[config.mk]
export PLATFORM = sky130hd
export DESIGN_NAME = nfcfc_top
export DESIGN_NICKNAME = d
export VERILOG_FILES = /design/src/design/nfcfc_pkg.sv /design/src/design/nfcfc_top.sv
export SDC_FILE = /design/constraint.sdc
export NUM_CORES = 1
export LEC_CHECK = 0
export ABC_AREA = 1
export BUFFER_PORTS_ARGS = -buffer_cell sky130_fd_sc_hd__buf_2
export CORE_MARGIN = 4
export CORE_UTILIZATION = 48
export CTS_BUF_LIST = sky130_fd_sc_hd__clkbuf_8
export DETAILED_ROUTE_END_ITERATION = 16
export PLACE_DENSITY = 0.72
export SLEW_MARGIN = 40
export SYNTH_ARGS = -nofsm -noshare
export SYNTH_HDL_FRONTEND = slang
export SYNTH_SLANG_ARGS = --single-unit
[constraint.sdc]
create_clock -name core_clk -period 7 [get_ports core_clk]
set_input_delay 1.05 -clock core_clk [delete_from_list [all_inputs] [get_ports core_clk]]
set_output_delay 1.05 -clock core_clk [all_outputs]
set_load 0.005 [all_outputs]
[src/design/nfcfc_pkg.sv]
// Purpose: constants and types for the contactless front end control
// Assumes: 100 MHz core clock, AHB-Lite register access
// Notes:   byte offsets, field positions, reset values and timing counts
package nfcfc_pkg;
	// ****************************************************************
	// register map (byte addresses)
	// ****************************************************************
	localparam logic [7:0] OFS_CTRL   = 8'h00; // role, rate, channel control
	localparam logic [7:0] OFS_TXCFG  = 8'h04; // modulation and polarity
	localparam logic [7:0] OFS_RXCFG  = 8'h08; // filter and gain
	localparam logic [7:0] OFS_SENSE  = 8'h0C; // tag sense setup
	localparam logic [7:0] OFS_STATUS = 8'h10; // state, W1C tag flag
	// ****************************************************************
	// field positions
	// ****************************************************************
	localparam int CTRL_INITREQ = 0;  // application asks for initiator
	localparam int CTRL_P2PEN   = 1;  // peer-to-peer function on
	localparam int CTRL_RATE    = 2;  // [3:2] data rate
	localparam int CTRL_ACTMOD  = 4;  // 1 = active field modulation
	localparam int CTRL_GAINEN  = 5;  // gain loop run
	localparam int CTRL_CHI     = 6;  // in-phase channel enable
	localparam int CTRL_CHQ     = 7;  // quadrature channel enable
	localparam int CTRL_ADCCARD = 8;  // adc-based card mode
	localparam int CTRL_SENSEEN = 9;  // tag sense enable
	localparam int TX_INVA      = 0;  // invert carrier on output a
	localparam int TX_INVB      = 1;  // invert carrier on output b
	localparam int TX_FULLMOD   = 2;  // 100 percent modulation
	localparam int TX_AMLVL     = 3;  // [5:3] partial modulation level
	localparam int RX_HPF       = 0;  // [1:0] high-pass corner step
	localparam int RX_GAIN      = 2;  // [7:2] gain in dB
	localparam int SN_THR       = 0;  // [7:0] detuning sensitivity
	localparam int SN_BASE      = 8;  // [15:8] detuning baseline
	localparam int ST_ROLE      = 0;  // [1:0] role state
	localparam int ST_FIELD     = 2;  // own field on
	localparam int ST_EXT       = 3;  // external field seen
	localparam int ST_MODEA     = 4;  // type a initiator seen
	localparam int ST_MODEALT   = 5;  // alternative initiator seen
	localparam int ST_TAG       = 6;  // tag sensed, W1C
	localparam int ST_TXN       = 7;  // transaction active
	localparam int ST_GAIN      = 16; // [25:16] gain resistor code
	// ****************************************************************
	// rates, reset values, timing
	// ****************************************************************
	localparam logic [1:0] RATE_106 = 2'h0;
	localparam logic [1:0] RATE_212 = 2'h1;
	localparam logic [1:0] RATE_424 = 2'h2;
	localparam logic [5:0] GAIN_DB_MIN = 6'h1E; // 30 dB
	localparam logic [5:0] GAIN_DB_MAX = 6'h3C; // 60 dB
	localparam logic [9:0] GAIN_CODE_RST = 10'h000; // highest resistance
	localparam logic [9:0] GAIN_CODE_MAX = 10'h3FF; // half resistance
	localparam int CLK_PERIOD_NS = 10;
	localparam int IDT_TIME_NS   = 5000; // listen time before field on
	localparam int IDT_CYCLES    = (IDT_TIME_NS + CLK_PERIOD_NS - 1) / CLK_PERIOD_NS;
	localparam int GAIN_SAMPLE   = 16;   // cycles per comparator sample
	// ****************************************************************
	// types
	// ****************************************************************
	typedef enum logic [1:0] {ROLE_TARGET, ROLE_LISTEN, ROLE_INIT, ROLE_XCHG} nfcfc_role_e;
	typedef struct packed {
		nfcfc_role_e role;
		logic [15:0] idtCnt;
		logic [3:0]  sampCnt;
		logic [9:0]  ctrl;
		logic [5:0]  txCfg;
		logic [7:0]  rxCfg;
		logic [15:0] sense;
		logic [9:0]  gainCode;
		logic        tagFlag;
		logic        modeA;
		logic        modeAlt;
		logic        initPulse;
		logic        txA;
		logic        txB;
		logic        apValid;
		logic        apWrite;
		logic [7:0]  apAddr;
		logic [31:0] rdata;
	} nfcfc_state_s;
endpackage : nfcfc_pkg

[src/design/nfcfc_top.sv]
// Purpose: digital control of the contactless front end
// Assumes: all inputs synchronous to core_clk, single AHB-Lite slave
// Notes:   analog stages are reached through plain control outputs
`timescale 1ns/1ps
// Functional notes
// - 106 uses type A, others alternative framing
// - rate fixed during a transaction
// - reset into target role, field off
// - level detector on while peer-to-peer
// - initiator only on application request
// - field on after quiet initial delay
// - initiator starts init for selected mode
// - carrier on both outputs, selectable inversion (active target answer always drives both outputs inverted)
// - full and partial amplitude modulation
// - four high-pass corner steps
// - gain configurable 30 to 60 dB
// - separate I/Q enables, card uses I
// - gain loop follows comparator until match
// - ten-bit resistor code, zero is highest
// - comparator watches positive input only
// - mode detector reports initiator type
// - tag sense by detuning, adjustable sensitivity
// - selectable passive or active load modulation
// - target emulates type A and active
module nfcfc_top #(
	parameter int IdtCycles = nfcfc_pkg::IDT_CYCLES // listen window length
) (
	input  wire logic              core_clk,
	input  wire logic              rst,
	input  wire logic              hsel,
	input  wire logic [7:0]        haddr,
	input  wire logic [1:0]        htrans,
	input  wire logic              hwrite,
	input  wire logic [2:0]        hsize,
	input  wire logic [31:0]       hwdata,
	input  wire logic              hready,
	output logic                   hreadyout,
	output logic [31:0]            hrdata,
	output logic                   hresp,
	input  wire logic              carrierClk,  // 13.56 MHz carrier
	input  wire logic              txEnvelope,  // 1 = modulation pause
	input  wire logic              extFieldDet, // level detector output
	input  wire logic              peakHigh,    // comparator on rx_in_pos
	input  wire logic              peakMatch,   // peak at reference
	input  wire logic              modeIsTypeA, // demod saw type A
	input  wire logic              modeIsAlt,   // demod saw alternative
	input  wire logic              initDone,    // initialization finished
	input  wire logic              tgtSession,  // target transaction open
	input  wire logic              loadModData, // answer subcarrier data
	input  wire logic [7:0]        detuneLevel, // antenna detuning sample
	output logic                   tx_out_a,
	output logic                   tx_out_b,
	output logic                   fieldOn,
	output logic                   levelDetEn,
	output logic                   initStart,
	output logic [1:0]             initMode,
	output logic                   framingAlt,
	output logic                   fullMod,
	output logic [2:0]             modLevel,
	output logic [1:0]             hpfSel,
	output logic [5:0]             bbaGainDb,
	output logic                   chanIEn,
	output logic                   chanQEn,
	output logic [9:0]             gain_resistor_code,
	output logic                   passive_field_modulation,
	output logic                   active_field_modulation,
	output logic                   tagSensed
);
	import nfcfc_pkg::*;

	// ****************************************************************
	// parameter check
	// ****************************************************************
	if (IdtCycles < 2 || IdtCycles > 65535) begin : g_badIdt
		$error("IdtCycles out of range");
	end

	// ****************************************************************
	// state
	// ****************************************************************
	nfcfc_state_s st_q; // all registered state
	nfcfc_state_s st_d; // next state
	logic         txnActive; // rate locked
	logic         wrEn;      // data phase write
	logic         sampTick;  // comparator sample point
	logic         tagHit;    // detuning beyond sensitivity
	logic [7:0]   detDiff;   // distance from baseline

	// clamp a written gain into the legal dB window
	function automatic logic [5:0] clampGain(input logic [5:0] g);
		if (g < GAIN_DB_MIN) begin
			clampGain = GAIN_DB_MIN;
		end else if (g > GAIN_DB_MAX) begin
			clampGain = GAIN_DB_MAX;
		end else begin
			clampGain = g;
		end
	endfunction : clampGain

	assign txnActive = (st_q.role == ROLE_INIT) || (st_q.role == ROLE_XCHG) || tgtSession;
	assign wrEn      = st_q.apValid && st_q.apWrite;
	assign sampTick  = (st_q.sampCnt == 4'(GAIN_SAMPLE - 1));
	assign detDiff   = (detuneLevel > st_q.sense[SN_BASE +: 8])
		? detuneLevel - st_q.sense[SN_BASE +: 8]
		: st_q.sense[SN_BASE +: 8] - detuneLevel;
	assign tagHit    = st_q.ctrl[CTRL_SENSEEN] && (detDiff > st_q.sense[SN_THR +: 8]);

	// ****************************************************************
	// next state
	// ****************************************************************
	always_comb begin
		st_d = st_q;
		st_d.initPulse = 1'b0;
		// bus address phase capture
		st_d.apValid = hsel && hready && htrans[1];
		st_d.apWrite = hwrite;
		st_d.apAddr  = haddr;
		// register writes in the data phase
		if (wrEn) begin
			case (st_q.apAddr)
				OFS_CTRL: begin
					st_d.ctrl = hwdata[9:0];
					if (txnActive) begin
						st_d.ctrl[CTRL_RATE +: 2] = st_q.ctrl[CTRL_RATE +: 2];
					end else if (hwdata[CTRL_RATE +: 2] > RATE_424) begin
						st_d.ctrl[CTRL_RATE +: 2] = RATE_424;
					end
				end
				OFS_TXCFG: st_d.txCfg = hwdata[5:0];
				OFS_RXCFG: begin
					st_d.rxCfg[RX_HPF +: 2]  = hwdata[RX_HPF +: 2];
					st_d.rxCfg[RX_GAIN +: 6] = clampGain(hwdata[RX_GAIN +: 6]);
				end
				OFS_SENSE: st_d.sense = hwdata[15:0];
				OFS_STATUS: begin
					if (hwdata[ST_TAG]) begin
						st_d.tagFlag = 1'b0;
					end
				end
				default: ;
			endcase
		end
		// tag sense flag, set wins over clear
		if (tagHit) begin
			st_d.tagFlag = 1'b1;
		end
		// peer-to-peer role sequence
		case (st_q.role)
			ROLE_TARGET: begin
				st_d.idtCnt = 16'h0000;
				if (st_q.ctrl[CTRL_P2PEN] && st_q.ctrl[CTRL_INITREQ]) begin
					st_d.role = ROLE_LISTEN;
				end
			end
			ROLE_LISTEN: begin
				if (!st_q.ctrl[CTRL_INITREQ] || !st_q.ctrl[CTRL_P2PEN]) begin
					st_d.role = ROLE_TARGET;
				end else if (extFieldDet) begin
					st_d.idtCnt = 16'h0000;
				end else if (st_q.idtCnt == 16'(IdtCycles - 1)) begin
					st_d.role      = ROLE_INIT;
					st_d.initPulse = 1'b1;
				end else begin
					st_d.idtCnt = st_q.idtCnt + 16'h0001;
				end
			end
			ROLE_INIT: begin
				if (!st_q.ctrl[CTRL_INITREQ] || !st_q.ctrl[CTRL_P2PEN]) begin
					st_d.role = ROLE_TARGET;
				end else if (initDone) begin
					st_d.role = ROLE_XCHG;
				end
			end
			ROLE_XCHG: begin
				if (!st_q.ctrl[CTRL_INITREQ] || !st_q.ctrl[CTRL_P2PEN]) begin
					st_d.role = ROLE_TARGET;
				end
			end
			default: st_d.role = ROLE_TARGET;
		endcase
		// mode detector, only while listening as target
		if (!extFieldDet) begin
			st_d.modeA   = 1'b0;
			st_d.modeAlt = 1'b0;
		end else if (st_q.role == ROLE_TARGET) begin
			st_d.modeA   = st_q.modeA || modeIsTypeA;
			st_d.modeAlt = st_q.modeAlt || modeIsAlt;
		end
		// gain loop, comparator sees only the positive input
		st_d.sampCnt = st_q.ctrl[CTRL_GAINEN] ? st_q.sampCnt + 4'h1 : 4'h0;
		if (st_q.ctrl[CTRL_GAINEN] && sampTick && !peakMatch) begin
			if (peakHigh && st_q.gainCode != GAIN_CODE_MAX) begin
				st_d.gainCode = st_q.gainCode + 10'h001;
			end else if (!peakHigh && st_q.gainCode != GAIN_CODE_RST) begin
				st_d.gainCode = st_q.gainCode - 10'h001;
			end
		end
		// carrier drive: own field, or active answer in target role
		if ((st_q.role == ROLE_INIT || st_q.role == ROLE_XCHG) && !txEnvelope) begin
			st_d.txA = carrierClk ^ st_q.txCfg[TX_INVA];
			st_d.txB = carrierClk ^ st_q.txCfg[TX_INVB];
		end else if (st_q.role == ROLE_TARGET && st_q.ctrl[CTRL_ACTMOD]
			&& extFieldDet && loadModData) begin
			st_d.txA = ~carrierClk;
			st_d.txB = ~carrierClk;
		end else begin
			st_d.txA = 1'b0;
			st_d.txB = 1'b0;
		end
		// read data captured in the address phase
		st_d.rdata = 32'h0000_0000;
		case (haddr)
			OFS_CTRL:  st_d.rdata[9:0]  = st_q.ctrl;
			OFS_TXCFG: st_d.rdata[5:0]  = st_q.txCfg;
			OFS_RXCFG: st_d.rdata[7:0]  = st_q.rxCfg;
			OFS_SENSE: st_d.rdata[15:0] = st_q.sense;
			OFS_STATUS: begin
				st_d.rdata[ST_ROLE +: 2]  = st_q.role;
				st_d.rdata[ST_FIELD]      = fieldOn;
				st_d.rdata[ST_EXT]        = extFieldDet;
				st_d.rdata[ST_MODEA]      = st_q.modeA;
				st_d.rdata[ST_MODEALT]    = st_q.modeAlt;
				st_d.rdata[ST_TAG]        = st_q.tagFlag;
				st_d.rdata[ST_TXN]        = txnActive;
				st_d.rdata[ST_GAIN +: 10] = st_q.gainCode;
			end
			default: ;
		endcase
	end

	// register the whole state
	always_ff @(posedge core_clk) begin
		if (rst) begin
			st_q          <= '0;
			st_q.role     <= ROLE_TARGET;
			st_q.ctrl     <= 10'h0C0;     // both channels on
			st_q.rxCfg    <= {GAIN_DB_MIN, 2'h0};
			st_q.gainCode <= GAIN_CODE_RST;
		end else begin
			st_q <= st_d;
		end
	end

	// ****************************************************************
	// outputs
	// ****************************************************************
	assign hreadyout  = 1'b1;
	assign hresp      = 1'b0;
	assign hrdata     = st_q.rdata;
	assign tx_out_a   = st_q.txA;
	assign tx_out_b   = st_q.txB;
	assign fieldOn    = (st_q.role == ROLE_INIT) || (st_q.role == ROLE_XCHG);
	assign levelDetEn = st_q.ctrl[CTRL_P2PEN] || st_q.role != ROLE_TARGET;
	assign initStart  = st_q.initPulse;
	assign initMode   = st_q.ctrl[CTRL_RATE +: 2];
	assign framingAlt = st_q.ctrl[CTRL_RATE +: 2] != RATE_106;
	assign fullMod    = st_q.txCfg[TX_FULLMOD];
	assign modLevel   = st_q.txCfg[TX_AMLVL +: 3];
	assign hpfSel     = st_q.rxCfg[RX_HPF +: 2];
	assign bbaGainDb  = st_q.rxCfg[RX_GAIN +: 6];
	assign chanIEn    = st_q.ctrl[CTRL_CHI] || st_q.ctrl[CTRL_ADCCARD];
	assign chanQEn    = st_q.ctrl[CTRL_CHQ] && !st_q.ctrl[CTRL_ADCCARD];
	assign gain_resistor_code       = st_q.gainCode;
	assign passive_field_modulation = !st_q.ctrl[CTRL_ACTMOD] && loadModData;
	assign active_field_modulation  = st_q.ctrl[CTRL_ACTMOD] && loadModData;
	assign tagSensed  = st_q.tagFlag;
endmodule : nfcfc_top

==> out/metrics.yaml <==
flow.area_growth_from_synthesis_pct: 10.84
postSynthRegisterBits: 114
post_cts_buffers: 0
dr.first_iter.drc_count: 443
power_frac_seq: 0.467
hold_violations: 0
initial_core_util: 0.4993
clock_insertion_delay_worst_skew_ns: 0.43
synth.top_cells.by_area: "sky130_fd_sc_hd__dfxtp_1 36%, sky130_fd_sc_hd__nand2_1 9.9%, sky130_fd_sc_hd__buf_4 6.7%"
first_global_vias: 5377
synthesized_instance_count: 911
numClockSinks: 114
avgSynthCellArea_um2: 7.029
placement_rows: 41
grt_setup_unrepaired: "false"
startpoint_type: "input pin"
combPwrFrac: 0.073
worstMarginPinSlew_ns: 0.7149
synth.lib_cells_used.distinct: 43
die-width_um: 123.5
grt_antenna_before_repair: 1
totalNegativeSetupSlack_ns: 0
number_of_port_buffers: 108
grt_first_pass_wirelength_mm: 25.47
worst_r2r_path_depth: 14
wl_mm: 15.72
post_synth_instance_area_mm2: 0.006404
timing.critical_path.fanout_max: 9
power.density_cell_area_mw_per_mm2: 197.1
dieArea_mm2: 0.01525
endpoints_failing_setup: 0
fp.dieH_um: 123.5
core_region_area_mm2: 0.01282
flip_flop_cell_with_the_highest_count_after_synthesis: "sky130_fd_sc_hd__dfxtp_1"
irDropWorstVdd_v: 0.0001302
maximum_number_of_pins_on_one_net_before_global_route_repair: 37
synth-seq-area-share: 0.3564
net-switching-power_w: 0.0003221
switching_share: 0.2302
cp.depth: 16
crit_buf_inv: 3
nets: 1072
place_congestion: 0.8849
layout.area.seq_mm2: 0.002282
tritoncts: "built"
place_ws_ns: 3.269
synth_enable_flop_cells: 0
hold_critical_path_depth: 1
grtUsageTotal: 0.2131
layout.cells.most_common: "sky130_fd_sc_hd__nand2_1"
master_cell_of_the_clock_root_buffer: "sky130_fd_sc_hd__clkbuf_8"
critical_path.slowest_cell: "sky130_fd_sc_hd__ha_1"
top_cell_type_by_total_area_after_synthesis: "sky130_fd_sc_hd__dfxtp_1"
period_share: 0.4711
critical_path.top_delay_family: "compound AO/OA/AOI/OAI gates"
timing.final.max_slew_violations: 0
crit_path_max_incr_delay_ns: 0.46
drc: 0
route.detailed.vias_per_inst: 4.992
post-route-min-period_ns: 3.297
internal-power_w: 0.001077
timing.critical_path.to_type: "flop"
grt_overflow_total: 0
cts_buffers: 17
worst_ep_required_time_ns: 7.29
avgRoutedWirePerCell_um: 13.63
cts.hold.buffers_added: 0
cts.reportedPaths.clkPinSlew_ns: 0.07
boundaryPins: 137
clk_path_buf_depth: 2
fin_worst_skew_ns: 0.008116
cts_max_level: 4
detailroute.via_count: 5756
hpwl_mm: 11.77
critPathArrivalTime_ns: 3.59
layout.filler_cells: 1281
layout.cells.most_common_list: "168 x sky130_fd_sc_hd__nand2_1, 116 x sky130_fd_sc_hd__inv_1, 114 x sky130_fd_sc_hd__nor2_1, 114 x sky130_fd_sc_hd__dfxtp_1, 108 x sky130_fd_sc_hd__buf_2"
leakagePower_nw: 3.319
achievable-frequency_mhz: 303.3
worst_slew_margin_rel: 0.5234
worstSetupPathType: "input pin to flop"
area_used_by_multi_input_combinational_logic_mm2: 0.003173
timing.critical_path.cells: "buf_2, inv_1, ha_1, nand2_1, o21ai_0, nand2_1, nand3_1, xor2_1, nand2_1, nand2_1, inv_1, ha_1, a21oi_1, o21ai_0, o21ai_0, a21oi_1"
fin_util: 0.5535
first_pass_iteration_count_of_the_detailed_router: 7
final_layout_size_suffix_gt1_frac: 0.1724
timing.final.ws_setup_ns: 3.703
pwr-share-clk: 0.460
max_cap_viol_count: 0
cts.repair.resized: 0
run_status: "finished clean"
min_path_type: "flop to flop"
antenna_violating_nets_post_route: 0
yosys_warnings: 0
top_cell_type_s_share_of_synthesized_area: 0.3564
cp_common_cell: "sky130_fd_sc_hd__nand2_1"
async_reset_ff_frac: 0
[per-stage QoR]
stage               std cells  power [W]  hold WS (ns)  cell area, um2
floorplan                 917  0.0007386        0.4176            6426
global placement         1121  0.0007681        0.4346            6673
detailed placement       1121  0.0007697        0.4406            6675
CTS                      1152   0.001410        0.4554            7096
global route             1153   0.001452        0.4935            7098
finish                   1153   0.001399        0.4503            7098
[synthesized netlist by cell type (4+ instances only)]
| library cell | instances |
|---|---|
| sky130_fd_sc_hd__a21oi_1 | 80 |
| sky130_fd_sc_hd__a31oi_1 | 4 |
| sky130_fd_sc_hd__buf_2 | 4 |
| sky130_fd_sc_hd__buf_4 | 57 |
| sky130_fd_sc_hd__clkbuf_1 | 14 |
| sky130_fd_sc_hd__dfxtp_1 | 114 |
| sky130_fd_sc_hd__ha_1 | 33 |
| sky130_fd_sc_hd__inv_1 | 113 |
| sky130_fd_sc_hd__inv_2 | 7 |
| sky130_fd_sc_hd__nand2_1 | 169 |
| sky130_fd_sc_hd__nand2_2 | 4 |
| sky130_fd_sc_hd__nand3_1 | 34 |
| sky130_fd_sc_hd__nand4_1 | 13 |
| sky130_fd_sc_hd__nor2_1 | 114 |
| sky130_fd_sc_hd__nor2_2 | 7 |
| sky130_fd_sc_hd__nor3_1 | 11 |
| sky130_fd_sc_hd__o211ai_1 | 10 |
| sky130_fd_sc_hd__o21ai_0 | 60 |
| sky130_fd_sc_hd__o21ai_1 | 4 |
| sky130_fd_sc_hd__o22ai_1 | 4 |
| sky130_fd_sc_hd__or2_2 | 5 |
| sky130_fd_sc_hd__xnor2_1 | 7 |
| sky130_fd_sc_hd__xor2_1 | 11 |
[metal layers]
layer,up-vias,track usage,part of all wire
li1,2980,-,-
met1,2564,0.2737,0.45
met2,191,0.3398,0.45
met3,21,0.06770,0.080
met4,0,0.07059,0.015
met5,-,0,0
[sequential cells by signal, indices dropped and copies added, names as in the netlist]
name                cells
fullMod                 1
gain_resistor_code     10
hpfSel                  2
tagSensed               1
modLevel                3
tx_out_b                1
initMode                2
hrdata                 26
tx_out_a                1
bbaGainDb               6
st_q                   60
initStart               1
[kinds of logic after synthesis]
family	share of synthesized area
AO/OA/AOI/OAI	0.1473
XOR/XNOR	0.02462
adder cells (fa/ha/maj)	0.07386
buffers and inverters	0.1520
flip-flops	0.3564
other	0.001173
AND/OR/NAND/NOR	0.2446
[final cells by class]
class	count	share of cell area
flip-flops and latches	114	0.3215
clock buffers	25	0.04848
inverters	121	0.06434
clock inverters	6	0.01075
diodes	1	0.0003525
repair buffers	109	0.07721
well taps	172	0.03032
multi-input cells	605	0.4470
[power groups by stage]
stage	Clock (W)	Sequential (W)	Combinational [W]
after floorplan	0	0.000668	0.0000708
after global placement	0	0.000668	0.0000999
after detailed placement	0	0.000668	0.000101
after CTS	0.000654	0.000654	0.000102
after global routing	0.000680	0.000654	0.000119
final	0.000643	0.000654	0.000102
[final timing paths]
path / from / end / slack (ns)
worst max-delay path: detuneLevel[2] / tagSensed$_SDFFE_PP0P_ / 3.70
worst min-delay path: st_q[98]$_SDFF_PP0_ / st_q[98]$_SDFF_PP0_ / 0.45
worst max register to register: st_q[68]$_SDFFE_PP0P_ / tagSensed$_SDFFE_PP0P_ / 4.13
worst min register to register: st_q[98]$_SDFF_PP0_ / st_q[98]$_SDFF_PP0_ / 0.45
Power figures use the tool's default switching activity.
